`config.mk`:
```
export PLATFORM = sky130hd
export DESIGN_NAME = eaid_top
export DESIGN_NICKNAME = d
export VERILOG_FILES = /design/src/eaid_pkg.sv /design/src/eaid_q_if.sv /design/src/eaid_queue.sv /design/src/eaid_top.sv
export VERILOG_INCLUDE_DIRS = /design/src
export SDC_FILE = /design/constraint.sdc
export NUM_CORES = 1
export LEC_CHECK = 0
export BUFFER_PORTS_ARGS = -buffer_cell sky130_fd_sc_hd__buf_2
export CORE_MARGIN = 1.5
export CORE_UTILIZATION = 53
export DETAILED_ROUTE_END_ITERATION = 16
export PLACE_DENSITY_LB_ADDON = 0.15
export REMOVE_ABC_BUFFERS = 1
export SYNTH_ARGS = -nofsm -noshare
export SYNTH_HDL_FRONTEND = slang
export SYNTH_SLANG_ARGS = --single-unit
```
`constraint.sdc`:
```
create_clock -name clk_in -period 4.05 [get_ports clk_in]
set_clock_uncertainty 0.1 [all_clocks]
set_input_delay 1.215 -clock clk_in [delete_from_list [all_inputs] [get_ports clk_in]]
set_output_delay 1.215 -clock clk_in [all_outputs]
set_load 0.01 [all_outputs]
```
`src/eaid_regs.svh`:
```
// register offsets, field positions and sizes of the event dispatcher
`ifndef EAID_REGS_SVH
`define EAID_REGS_SVH
// ---------------------------------------------------------------
// register byte offsets
// ---------------------------------------------------------------
`define EAID_OFS_CTRL 8'h00
`define EAID_OFS_ATTACH 8'h04
`define EAID_OFS_DETACH 8'h08
`define EAID_OFS_STATUS 8'h0C
// ---------------------------------------------------------------
// field positions
// ---------------------------------------------------------------
`define EAID_GIE_BIT 0
`define EAID_EV_MSB 5
`define EAID_RT_LSB 8
`define EAID_RT_MSB 14
`define EAID_ST_ROUT_BIT 1
`define EAID_ST_SUB_BIT 2
`define EAID_ST_ERR_BIT 3
`define EAID_ST_OVF_LSB 4
`define EAID_ST_OVF_MSB 6
`define EAID_ST_EV_LSB 16
`define EAID_ST_EV_MSB 21
// ---------------------------------------------------------------
// sizes, group masks and bus answers
// ---------------------------------------------------------------
`define EAID_NUM_EV 34
`define EAID_LAST_EV 6'h21
`define EAID_COMM_DEPTH 8
`define EAID_IO_DEPTH 16
`define EAID_TIMED_DEPTH 8
`define EAID_COMM_MASK 34'h007800300
`define EAID_TIMED_MASK 34'h000600C00
`define EAID_RESP_OKAY 2'h0
`define EAID_RESP_SLVERR 2'h2
`endif

```
`src/eaid_pkg.sv`:
```
// types shared by the event dispatcher modules
package eaid_pkg;
  typedef logic [5:0] eaid_ev_t;
  typedef logic [6:0] eaid_rt_t;
  typedef enum logic [1:0] {ST_MAIN, ST_ROUTINE, ST_SUB} eaid_state_e;
endpackage

```
`src/eaid_q_if.sv`:
```
// push/pop carrier between the dispatcher and one event queue
`timescale 1ns/1ps
interface eaid_q_if;
  import eaid_pkg::*;
  logic push;
  logic pop;
  logic clear;
  eaid_ev_t din;
  eaid_ev_t dout;
  logic full;
  logic empty;
  logic ovf;
  modport q(input push, input pop, input clear, input din,
            output dout, output full, output empty, output ovf);
  modport ctl(output push, output pop, output clear, output din,
              input dout, input full, input empty, input ovf);
endinterface

```
`src/eaid_queue.sv`:
```
// first-come-first-served event number queue with sticky overflow
`timescale 1ns/1ps
module eaid_queue import eaid_pkg::*; #(
  parameter int DEPTH = 8
) (
  // clock and reset
  input wire logic clk_in,
  input wire logic rst_b_in,
  // queue port
  eaid_q_if.q q
);
  localparam int AW = $clog2(DEPTH);
  eaid_ev_t mem [DEPTH];
  logic [AW-1:0] wp_r;
  logic [AW-1:0] rp_r;
  logic [AW:0] cnt_r;
  logic ovf_r;
  wire do_push = q.push && !q.full;
  wire do_pop = q.pop && !q.empty;
  // status; depth is a power of two so pointers wrap by themselves
  assign q.full = (cnt_r == (AW+1)'(DEPTH));
  assign q.empty = (cnt_r == '0);
  assign q.dout = mem[rp_r];
  assign q.ovf = ovf_r;
  // storage has no reset, only pointers, count and overflow do
  always_ff @(posedge clk_in) begin
    if (do_push) begin
      mem[wp_r] <= q.din;
    end
  end
  // pointers and count; a lost push sets overflow, set beats clear
  always_ff @(posedge clk_in or negedge rst_b_in) begin
    if (!rst_b_in) begin
      wp_r <= '0;
      rp_r <= '0;
      cnt_r <= '0;
      ovf_r <= 1'h0;
    end else begin
      wp_r <= do_push ? wp_r + 1'h1 : wp_r;
      rp_r <= do_pop ? rp_r + 1'h1 : rp_r;
      cnt_r <= cnt_r + {{AW{1'h0}}, do_push} - {{AW{1'h0}}, do_pop};
      ovf_r <= (q.push && q.full) || (ovf_r && !q.clear);
    end
  end
endmodule

```
`src/eaid_top.sv`:
```
// event attach table, queues and routine dispatch with axi4-lite registers
// Contract
// - no routine runs for an event before it is attached
// - many events may share a routine; one routine per event
// - attach also sets the event's own enable
// - while globally disabled, occurrences of attached events are queued
// - no routine starts while the global enable is clear
// - detach drops the association and clears the event enable
// - event numbers 0 to 33 with fixed source meanings
// - counter match, direction and reset events on their fixed numbers
// - pulse output 0 done is event 19, output 1 is 20
// - last routine instruction resumes the main program
// - conditional return with a true condition ends the routine early
// - save stack, accumulators and status on entry, restore on return
// - routine entry only at instruction boundaries
// - only one subroutine nesting level inside a routine
// - subroutine shares the routine's context, no extra save
// - entering run mode clears the global enable
// - a running routine is never pre-empted; new events wait
// - comm, io, timed queues of 8, 16, 8 with overflow flags
//
// Chosen here: the AXI4-Lite slave port and the placing of the registers.
`timescale 1ns/1ps
`include "eaid_regs.svh"
module eaid_top import eaid_pkg::*; (
  // clock and reset
  input wire logic clk_in,
  input wire logic rst_b_in,
  // axi4-lite write channels
  input wire logic [7:0] s_axi_awaddr_in,
  input wire logic s_axi_awvalid_in,
  output logic s_axi_awready_out,
  input wire logic [31:0] s_axi_wdata_in,
  input wire logic [3:0] s_axi_wstrb_in,
  input wire logic s_axi_wvalid_in,
  output logic s_axi_wready_out,
  output logic [1:0] s_axi_bresp_out,
  output logic s_axi_bvalid_out,
  input wire logic s_axi_bready_in,
  // axi4-lite read channels
  input wire logic [7:0] s_axi_araddr_in,
  input wire logic s_axi_arvalid_in,
  output logic s_axi_arready_out,
  output logic [31:0] s_axi_rdata_out,
  output logic [1:0] s_axi_rresp_out,
  output logic s_axi_rvalid_out,
  input wire logic s_axi_rready_in,
  // on-chip event sources, one pulse bit per event number
  input wire logic [33:0] event_pulse_in,
  // program executor
  input wire logic run_entry_in,
  input wire logic insn_boundary_in,
  input wire logic routine_done_in,
  input wire logic cond_return_in,
  input wire logic cond_value_in,
  input wire logic sub_call_in,
  input wire logic sub_return_in,
  input wire logic forbidden_op_in,
  input wire logic [31:0] logic_stack_in,
  input wire logic [127:0] accum_in,
  input wire logic [7:0] acc_status_in,
  // dispatch and context restore
  output logic irq_start_out,
  output logic [6:0] irq_routine_out,
  output logic [5:0] irq_event_out,
  output logic in_routine_out,
  output logic resume_out,
  output logic [31:0] ctx_stack_out,
  output logic [127:0] ctx_accum_out,
  output logic [7:0] ctx_status_out,
  output logic op_error_out
);
  // ---------------------------------------------------------------
  // helpers
  // ---------------------------------------------------------------
  // lowest pending event of a mask, msb flags a hit
  function automatic logic [6:0] first_of(input logic [33:0] m);
    logic [6:0] r;
    r = '0;
    for (int i = `EAID_NUM_EV - 1; i >= 0; i--) begin
      if (m[i]) begin
        r = {1'h1, 6'(i)};
      end
    end
    return r;
  endfunction
  function automatic logic [33:0] onehot(input logic [6:0] p);
    return p[6] ? (34'h1 << p[5:0]) : '0;
  endfunction
  // ---------------------------------------------------------------
  // axi4-lite slave
  // ---------------------------------------------------------------
  logic awready_r, wready_r, bvalid_r, arready_r, rvalid_r;
  logic [1:0] bresp_r, rresp_r;
  logic [31:0] rdata_r, wdata_r;
  logic [7:0] waddr_r;
  logic [31:0] rd_word;
  logic rd_hit;
  wire aw_take = s_axi_awvalid_in && awready_r;
  wire w_take = s_axi_wvalid_in && wready_r;
  wire b_done = bvalid_r && s_axi_bready_in;
  wire ar_take = s_axi_arvalid_in && arready_r;
  // both halves held and no answer out yet: the write takes effect now
  wire wr_go = !awready_r && !wready_r && !bvalid_r;
  wire wr_ctrl = wr_go && (waddr_r == `EAID_OFS_CTRL);
  wire wr_att = wr_go && (waddr_r == `EAID_OFS_ATTACH);
  wire wr_det = wr_go && (waddr_r == `EAID_OFS_DETACH);
  wire wr_stat = wr_go && (waddr_r == `EAID_OFS_STATUS);
  wire wr_hit = wr_ctrl || wr_att || wr_det || wr_stat;
  wire [5:0] wr_ev = wdata_r[`EAID_EV_MSB:0];
  wire ev_ok = (wr_ev <= `EAID_LAST_EV);
  // channel handshakes; each ready drops on take and returns after b
  always_ff @(posedge clk_in or negedge rst_b_in) begin
    if (!rst_b_in) begin
      awready_r <= 1'h1;
      wready_r <= 1'h1;
      bvalid_r <= 1'h0;
      bresp_r <= `EAID_RESP_OKAY;
      waddr_r <= '0;
      wdata_r <= '0;
    end else begin
      awready_r <= b_done || (awready_r && !aw_take);
      wready_r <= b_done || (wready_r && !w_take);
      bvalid_r <= wr_go || (bvalid_r && !s_axi_bready_in);
      bresp_r <= wr_go ? (wr_hit ? `EAID_RESP_OKAY : `EAID_RESP_SLVERR) : bresp_r;
      waddr_r <= aw_take ? s_axi_awaddr_in : waddr_r;
      wdata_r <= w_take ? s_axi_wdata_in : wdata_r;
    end
  end
  // read channel: one read at a time, unmapped answers slverr
  always_ff @(posedge clk_in or negedge rst_b_in) begin
    if (!rst_b_in) begin
      arready_r <= 1'h1;
      rvalid_r <= 1'h0;
      rdata_r <= '0;
      rresp_r <= `EAID_RESP_OKAY;
    end else begin
      arready_r <= (rvalid_r && s_axi_rready_in) || (arready_r && !ar_take);
      rvalid_r <= ar_take || (rvalid_r && !s_axi_rready_in);
      rdata_r <= ar_take ? rd_word : rdata_r;
      rresp_r <= ar_take ? (rd_hit ? `EAID_RESP_OKAY : `EAID_RESP_SLVERR) : rresp_r;
    end
  end
  // ---------------------------------------------------------------
  // attach table
  // ---------------------------------------------------------------
  logic [33:0] en_r;
  eaid_rt_t route_r [`EAID_NUM_EV];
  // one route slot per event, so an event never has two routines
  always_ff @(posedge clk_in or negedge rst_b_in) begin
    if (!rst_b_in) begin
      en_r <= '0;
      for (int i = 0; i < `EAID_NUM_EV; i++) begin
        route_r[i] <= '0;
      end
    end else if (wr_att && ev_ok) begin
      en_r[wr_ev] <= 1'h1;
      route_r[wr_ev] <= wdata_r[`EAID_RT_MSB:`EAID_RT_LSB];
    end else if (wr_det && ev_ok) begin
      en_r[wr_ev] <= 1'h0;
      route_r[wr_ev] <= '0;
    end
  end
  // ---------------------------------------------------------------
  // intake and queues
  // ---------------------------------------------------------------
  logic [33:0] pend_r;
  eaid_q_if qc();
  eaid_q_if qi();
  eaid_q_if qt();
  // unattached or disabled occurrences never reach a queue
  wire [33:0] accepted = event_pulse_in & en_r;
  // fixed source numbering decides the group; counters and pulses are io
  wire [33:0] io_mask = ~(`EAID_COMM_MASK | `EAID_TIMED_MASK);
  wire [6:0] pc = first_of(pend_r & `EAID_COMM_MASK);
  wire [6:0] pi = first_of(pend_r & io_mask);
  wire [6:0] pt = first_of(pend_r & `EAID_TIMED_MASK);
  // queueing goes on regardless of the global enable or a running routine
  assign qc.push = pc[6];
  assign qc.din = pc[5:0];
  assign qi.push = pi[6];
  assign qi.din = pi[5:0];
  assign qt.push = pt[6];
  assign qt.din = pt[5:0];
  // a repeat while still pending merges with the pending occurrence
  always_ff @(posedge clk_in or negedge rst_b_in) begin
    if (!rst_b_in) begin
      pend_r <= '0;
    end else begin
      pend_r <= (pend_r & ~(onehot(pc) | onehot(pi) | onehot(pt))) | accepted;
    end
  end
  eaid_queue #(.DEPTH(`EAID_COMM_DEPTH)) u_qc (.clk_in(clk_in), .rst_b_in(rst_b_in), .q(qc));
  eaid_queue #(.DEPTH(`EAID_IO_DEPTH)) u_qi (.clk_in(clk_in), .rst_b_in(rst_b_in), .q(qi));
  eaid_queue #(.DEPTH(`EAID_TIMED_DEPTH)) u_qt (.clk_in(clk_in), .rst_b_in(rst_b_in), .q(qt));
  // ---------------------------------------------------------------
  // dispatch
  // ---------------------------------------------------------------
  eaid_state_e state_r, state_nxt;
  logic gie_r, err_r, in_rt_r;
  wire any_ne = !(qc.empty && qi.empty && qt.empty);
  // gated by global enable, idle executor and an instruction boundary
  wire can_disp = gie_r && (state_r == ST_MAIN) && insn_boundary_in && any_ne;
  wire [5:0] pop_ev = !qc.empty ? qc.dout : (!qi.empty ? qi.dout : qt.dout);
  // an entry detached while queued is popped and dropped
  wire start_now = can_disp && en_r[pop_ev];
  assign qc.pop = can_disp && !qc.empty;
  assign qi.pop = can_disp && qc.empty && !qi.empty;
  assign qt.pop = can_disp && qc.empty && qi.empty;
  wire in_rt = (state_r != ST_MAIN);
  wire ret_now = in_rt && (routine_done_in || (cond_return_in && cond_value_in));
  // overflow flags are only meaningful until the queues drain
  wire ovf_clr = ret_now && !any_ne;
  assign qc.clear = ovf_clr;
  assign qi.clear = ovf_clr;
  assign qt.clear = ovf_clr;
  wire [2:0] ovf = {qt.ovf, qi.ovf, qc.ovf};
  wire sub_err = (state_r == ST_SUB) && sub_call_in;
  wire gie_bad = wr_ctrl && in_rt;
  wire err_set = sub_err || gie_bad || (forbidden_op_in && in_rt);
  wire err_clr = wr_stat && wdata_r[`EAID_ST_ERR_BIT];
  // executor state; a subroutine call saves nothing more
  always_comb begin
    state_nxt = state_r;
    case (state_r)
      ST_MAIN: if (start_now) state_nxt = ST_ROUTINE;
      ST_ROUTINE: begin
        if (ret_now) state_nxt = ST_MAIN;
        else if (sub_call_in) state_nxt = ST_SUB;
      end
      ST_SUB: begin
        if (ret_now) state_nxt = ST_MAIN;
        else if (sub_return_in) state_nxt = ST_ROUTINE;
      end
      default: state_nxt = ST_MAIN;
    endcase
  end
  // global enable writes inside a routine are refused; error set beats clear
  always_ff @(posedge clk_in or negedge rst_b_in) begin
    if (!rst_b_in) begin
      state_r <= ST_MAIN;
      gie_r <= 1'h0;
      err_r <= 1'h0;
    end else begin
      state_r <= state_nxt;
      gie_r <= run_entry_in ? 1'h0 : ((wr_ctrl && !in_rt) ? wdata_r[`EAID_GIE_BIT] : gie_r);
      err_r <= err_set || (err_r && !err_clr);
    end
  end
  // dispatch outputs and context held for the return
  always_ff @(posedge clk_in or negedge rst_b_in) begin
    if (!rst_b_in) begin
      irq_start_out <= 1'h0;
      irq_routine_out <= '0;
      irq_event_out <= '0;
      resume_out <= 1'h0;
      in_rt_r <= 1'h0;
      ctx_stack_out <= '0;
      ctx_accum_out <= '0;
      ctx_status_out <= '0;
    end else begin
      irq_start_out <= start_now;
      irq_routine_out <= start_now ? route_r[pop_ev] : irq_routine_out;
      irq_event_out <= start_now ? pop_ev : irq_event_out;
      resume_out <= ret_now;
      in_rt_r <= (state_nxt != ST_MAIN); // mirrors state_r so the port leaves a flop
      ctx_stack_out <= start_now ? logic_stack_in : ctx_stack_out;
      ctx_accum_out <= start_now ? accum_in : ctx_accum_out;
      ctx_status_out <= start_now ? acc_status_in : ctx_status_out;
    end
  end
  // ---------------------------------------------------------------
  // read decode and port drive
  // ---------------------------------------------------------------
  wire [7:0] ra = s_axi_araddr_in;
  wire [31:0] st_word = {10'h0, irq_event_out, 1'h0, irq_routine_out, 1'h0, ovf,
                         err_r, state_r == ST_SUB, in_rt, gie_r};
  assign rd_hit = (ra == `EAID_OFS_CTRL) || (ra == `EAID_OFS_STATUS);
  assign rd_word = (ra == `EAID_OFS_CTRL) ? {31'h0, gie_r} :
                   (ra == `EAID_OFS_STATUS) ? st_word : 32'h0;
  assign s_axi_awready_out = awready_r;
  assign s_axi_wready_out = wready_r;
  assign s_axi_bvalid_out = bvalid_r;
  assign s_axi_bresp_out = bresp_r;
  assign s_axi_arready_out = arready_r;
  assign s_axi_rvalid_out = rvalid_r;
  assign s_axi_rdata_out = rdata_r;
  assign s_axi_rresp_out = rresp_r;
  assign in_routine_out = in_rt_r;
  assign op_error_out = err_r;
  // ---------------------------------------------------------------
  // assertions
  // ---------------------------------------------------------------
  a_start_needs_gie: assert property (@(posedge clk_in) disable iff (!rst_b_in)
    $rose(irq_start_out) |-> $past(gie_r)) else $error("routine started while disabled");
  a_start_attached: assert property (@(posedge clk_in) disable iff (!rst_b_in)
    irq_start_out |-> (($past(en_r) >> irq_event_out) & 34'h1) == 34'h1)
    else $error("unattached event dispatched");
  a_attach_enables: assert property (@(posedge clk_in) disable iff (!rst_b_in)
    (wr_att && ev_ok) |=> en_r[$past(wr_ev)]) else $error("attach left event disabled");
  a_detach_clears: assert property (@(posedge clk_in) disable iff (!rst_b_in)
    (wr_det && ev_ok) |=> !en_r[$past(wr_ev)]) else $error("detach left event enabled");
  a_run_clears_gie: assert property (@(posedge clk_in) disable iff (!rst_b_in)
    run_entry_in |=> !gie_r ##1 !irq_start_out) else $error("enable survived run entry");
  a_no_preempt: assert property (@(posedge clk_in) disable iff (!rst_b_in)
    in_rt && !ret_now |=> !irq_start_out[*2]) else $error("routine pre-empted");
  a_return_resumes: assert property (@(posedge clk_in) disable iff (!rst_b_in)
    ret_now |=> resume_out && !in_routine_out) else $error("return did not resume");
  a_entry_boundary: assert property (@(posedge clk_in) disable iff (!rst_b_in)
    irq_start_out |-> $past(insn_boundary_in)) else $error("entry off a boundary");
  a_sub_depth: assert property (@(posedge clk_in) disable iff (!rst_b_in)
    sub_err |=> op_error_out && state_r == ST_SUB) else $error("second nesting accepted");
  a_ctx_saved: assert property (@(posedge clk_in) disable iff (!rst_b_in)
    start_now |=> ctx_accum_out == $past(accum_in) && ctx_stack_out == $past(logic_stack_in))
    else $error("context not saved on entry");
  a_discard_off: assert property (@(posedge clk_in) disable iff (!rst_b_in)
    (event_pulse_in[0] && !en_r[0] && !pend_r[0]) |=> !pend_r[0]) else $error("disabled event kept");
endmodule

```
==> flow_summary.ini <==
[grt]
grt_pass1_wl_um = 138000
grtUsageMet3_pct = 6.21
grt_antenna_before_repair = 11
busiest_layer = met2
grt_use_met2_pct = 44.9
grt_use_met1_pct = 39.2
grt_pass1_vias = 22800
track_usage_pct = 28.8
grt_max_degree = 117
grt-ovfl-total = 0

[detailed_routing]
dr_total_vias = 22400
vias_per_cell = 5.99
drc = 0
ant_nets = 0
wl_per_cell_um = 24.7
drt-total-wl_um = 92200
dr.pass1.iters = 5
drt_iter0_markers = 1701

[timing]
max_freq_mhz = 250
slew_headroom_pct = 20.9
worst_slew_pin_slew_ns = 1.18
setup_viol = 0
finalMaxSlewViolations = 0
period_minus_slack_ns = 4.00
fin_crit_sh_pct = 98.8
finalHoldViolCount = 0
rsz0062_at_grt = true

[flow_run]
maxCapViolations = 0

[synth]
synthArstFlopShare_pct = 77.5
syn_inst = 2323
synth_flop_cell = dfrtp_1
synthesis.area_um2 = 32800
yosysWarnings = 0
synth_edf_count = 168
ys_seq_area_share_pct = 59.5
synth.distinct_cells = 78
synth_seq_cells = 746
syn_avg_cell_area_um2 = 14.1

[cts]
cts_root_buffer = clkbuf_16
postCtsHoldBufs = 0
cts_buffers = 78
clk_pin_slew_ns = 0.06
clk_latency_ns = 0.62
cts_htree_levels = 3
ctsLongestPathBuffers = 3
clock-sinks = 746
cts_tree = yes

[place]
numPortBuffers = 457
gp_congestion = 0.920
dpl-instance-area_um2 = 36600
dp.cells = 3586
dpl.hpwl_um = 66400

[critical_path]
max_stage_delay_ns = 0.51
slowest_stage = mux4_2
worst-path-buf-inv = 3
cpMostUsedCell = buf_12
reg2reg_from = u_qi.rp_r[2]
worstSetupEndpointType = register
crit_arrival_ns = 4.39
r2r_slack_ns = 0.05
cp_max_fo = 21
reg2reg_to = ctx_stack_out[0]
crit_type = reg -> reg
crit_chain = mux4_2 > mux2_2 > a211oi_4 > and2_4 > buf_12 > mux2i_2 > mux2i_1 > a22o_1 > or4_4 > nand3_4 > clkinv_8 > buf_12 > mux2_4
rr_worst_depth = 13
cp_top_family = multiplexers
required_ns = 4.44
crit_path_start_kind = register

[die]
rows = 90
initial_utilization_pct = 54.0
dieArea_um2 = 63300
dieHeight_um = 252
dieWidth_um = 252
io_pins = 495
core_area_um2 = 60700

[final_layout]
fin_nets = 3188
final_area_um2 = 39300
final_cells = 3736
syn2layout_area_growth_pct = 20.0
layout-drive-gt1-share_pct = 36.0
final_common_cell = dfrtp_1
final_cell_mix = 566 x dfrtp_1, 456 x buf_2, 272 x a22o_1, 174 x mux2_4, 168 x edfxtp_1

[hold_path]
hold_depth = 2
min_to = s_axi_rresp_out[1]
min_from = s_axi_rresp_out[1]
min_path_type = reg -> reg

[power]
peakVddDrop_uv = 309
powerDensity_nw_per_um2 = 535
fin_total_pwr_w = 0.0211
p_leak_nw = 18.7

[outcome]
outcome = complete, no violations
==> Yosys cell counts (all sizes together), types with 4 or more instances <==
cell type	instances	area, µm²
a211oi	4	35.0
a21o	6	45.0
a21oi	29	145
a221oi	7	61.3
a22o	272	2380
a22oi	14	105
a2bb2oi	4	35.0
a31o	4	35.0
a41o	4	40.0
and2	19	121
and3	7	43.8
buf	73	693
clkbuf	67	253
dfrtp	575	14400
edfxtp	168	5040
ha	27	338
inv	63	239
mux2	234	3290
mux2i	133	1330
mux4	47	1060
nand2	144	541
nand2b	14	87.6
nand3	27	153
nand4	6	37.5
nor2	101	379
nor2b	4	25.0
nor3	25	125
nor3b	8	65.1
nor4	10	92.6
o211ai	20	150
o21ai	106	531
o21bai	4	30.0
o22ai	19	125
o2bb2ai	4	35.0
o31ai	5	42.5
or3	4	25.0
xnor2	15	131
xor2	8	70.1
==> cell type report <==
| type | count | area, µm² |
|---|---|---|
| diodes | 4 | 10.0 |
| repair buffers | 612 | 3740 |
| well taps | 782 | 978 |
| inverters | 63 | 249 |
| clock buffers | 119 | 2370 |
| repair inverters | 1 | 8.76 |
| fillers | 4452 | 21400 |
| flip-flops and latches | 746 | 19500 |
| multi-input cells | 1387 | 12300 |
| clock inverters | 22 | 201 |
==> registers in the layout, indices dropped and copies added, names as in the netlist, 4 cells and up, named ones only <==
signal           flops
ctx_accum_out      128
ctx_stack_out       32
ctx_status_out       8
irq_event_out        6
irq_routine_out      7
pend_r              34
route_r            238
s_axi_rdata_out     20
u_qc.cnt_r           4
u_qc.mem            40
u_qi.cnt_r           5
u_qi.mem            96
u_qi.rp_r            4
u_qi.wp_r            4
u_qt.cnt_r           4
u_qt.mem            32
waddr_r              8
wdata_r             13
==> worst min-delay path, delay by kind of cell, from the launching register on <==
family | cells | cell delay [ns]
DFF | 1 | 0.34
and+or+nand+nor | 1 | 0.04
AOI/OAI and AO/OA | 1 | 0.06
==> power breakdown <==
group	internal [W]	switching (W)	total, W
Combinational	0.00191	0.00259	0.00449
Clock	0.00418	0.00298	0.00716
Sequential	0.00840	0.00101	0.00941
Total	0.0145	0.00657	0.0211
==> metal layers <==
layer	routed length, µm	share of wire [%]
met1	38600	42
met2	43400	47
met3	6630	7.2
met4	3460	3.7
met5	42	0.046
==> how the worst max path moves through the flow <==
stage                              to  cells past startpoint          from  slack [ns]
finish               ctx_stack_out[0]                     13  u_qi.rp_r[2]        0.05
CTS                 ctx_accum_out[57]                     12  u_qi.rp_r[2]       0.007
global route        ctx_accum_out[56]                     13  u_qi.rp_r[2]       -0.08
global placement    ctx_accum_out[57]                     13  u_qi.rp_r[2]       -0.20
floorplan           ctx_accum_out[56]                     11  u_qi.rp_r[0]       -5.03
detailed placement  ctx_accum_out[57]                     13  u_qi.rp_r[2]       -0.26
==> cells by family after synthesis <==
logic type / share of synthesized area, %
and+or+nand+nor: 5.66
adders and majority gates: 1.21
DFF: 59.5
AOI/OAI and AO/OA: 12.0
muxes: 17.3
other: 0.0114
xor gates and xnor gates: 0.615
buffers and inverters: 3.61
==> per-stage QoR <==
step	util, %	TNS [ns]	setup WS, ns	hold slack [ns]
finish	64.8	0	0.0498	0.374
global route	64.8	-9.72	-0.0847	0.408
CTS	64.6	0	0.00723	0.378
detailed placement	60.2	-39.65	-0.263	0.363
global placement	60.2	-30.98	-0.196	0.357
floorplan	-	-912.56	-5.03	0.354
==> timing repair <==
action | 4_1_cts | 5_1_grt
setup buffers | 2 | 1
pin swaps | 1 | 2
setup endpoints to repair | 181 | 179
cloned | 0 | 2
resized for setup | 12 | 14
No activity file was read; power rests on OpenSTA's default activity.
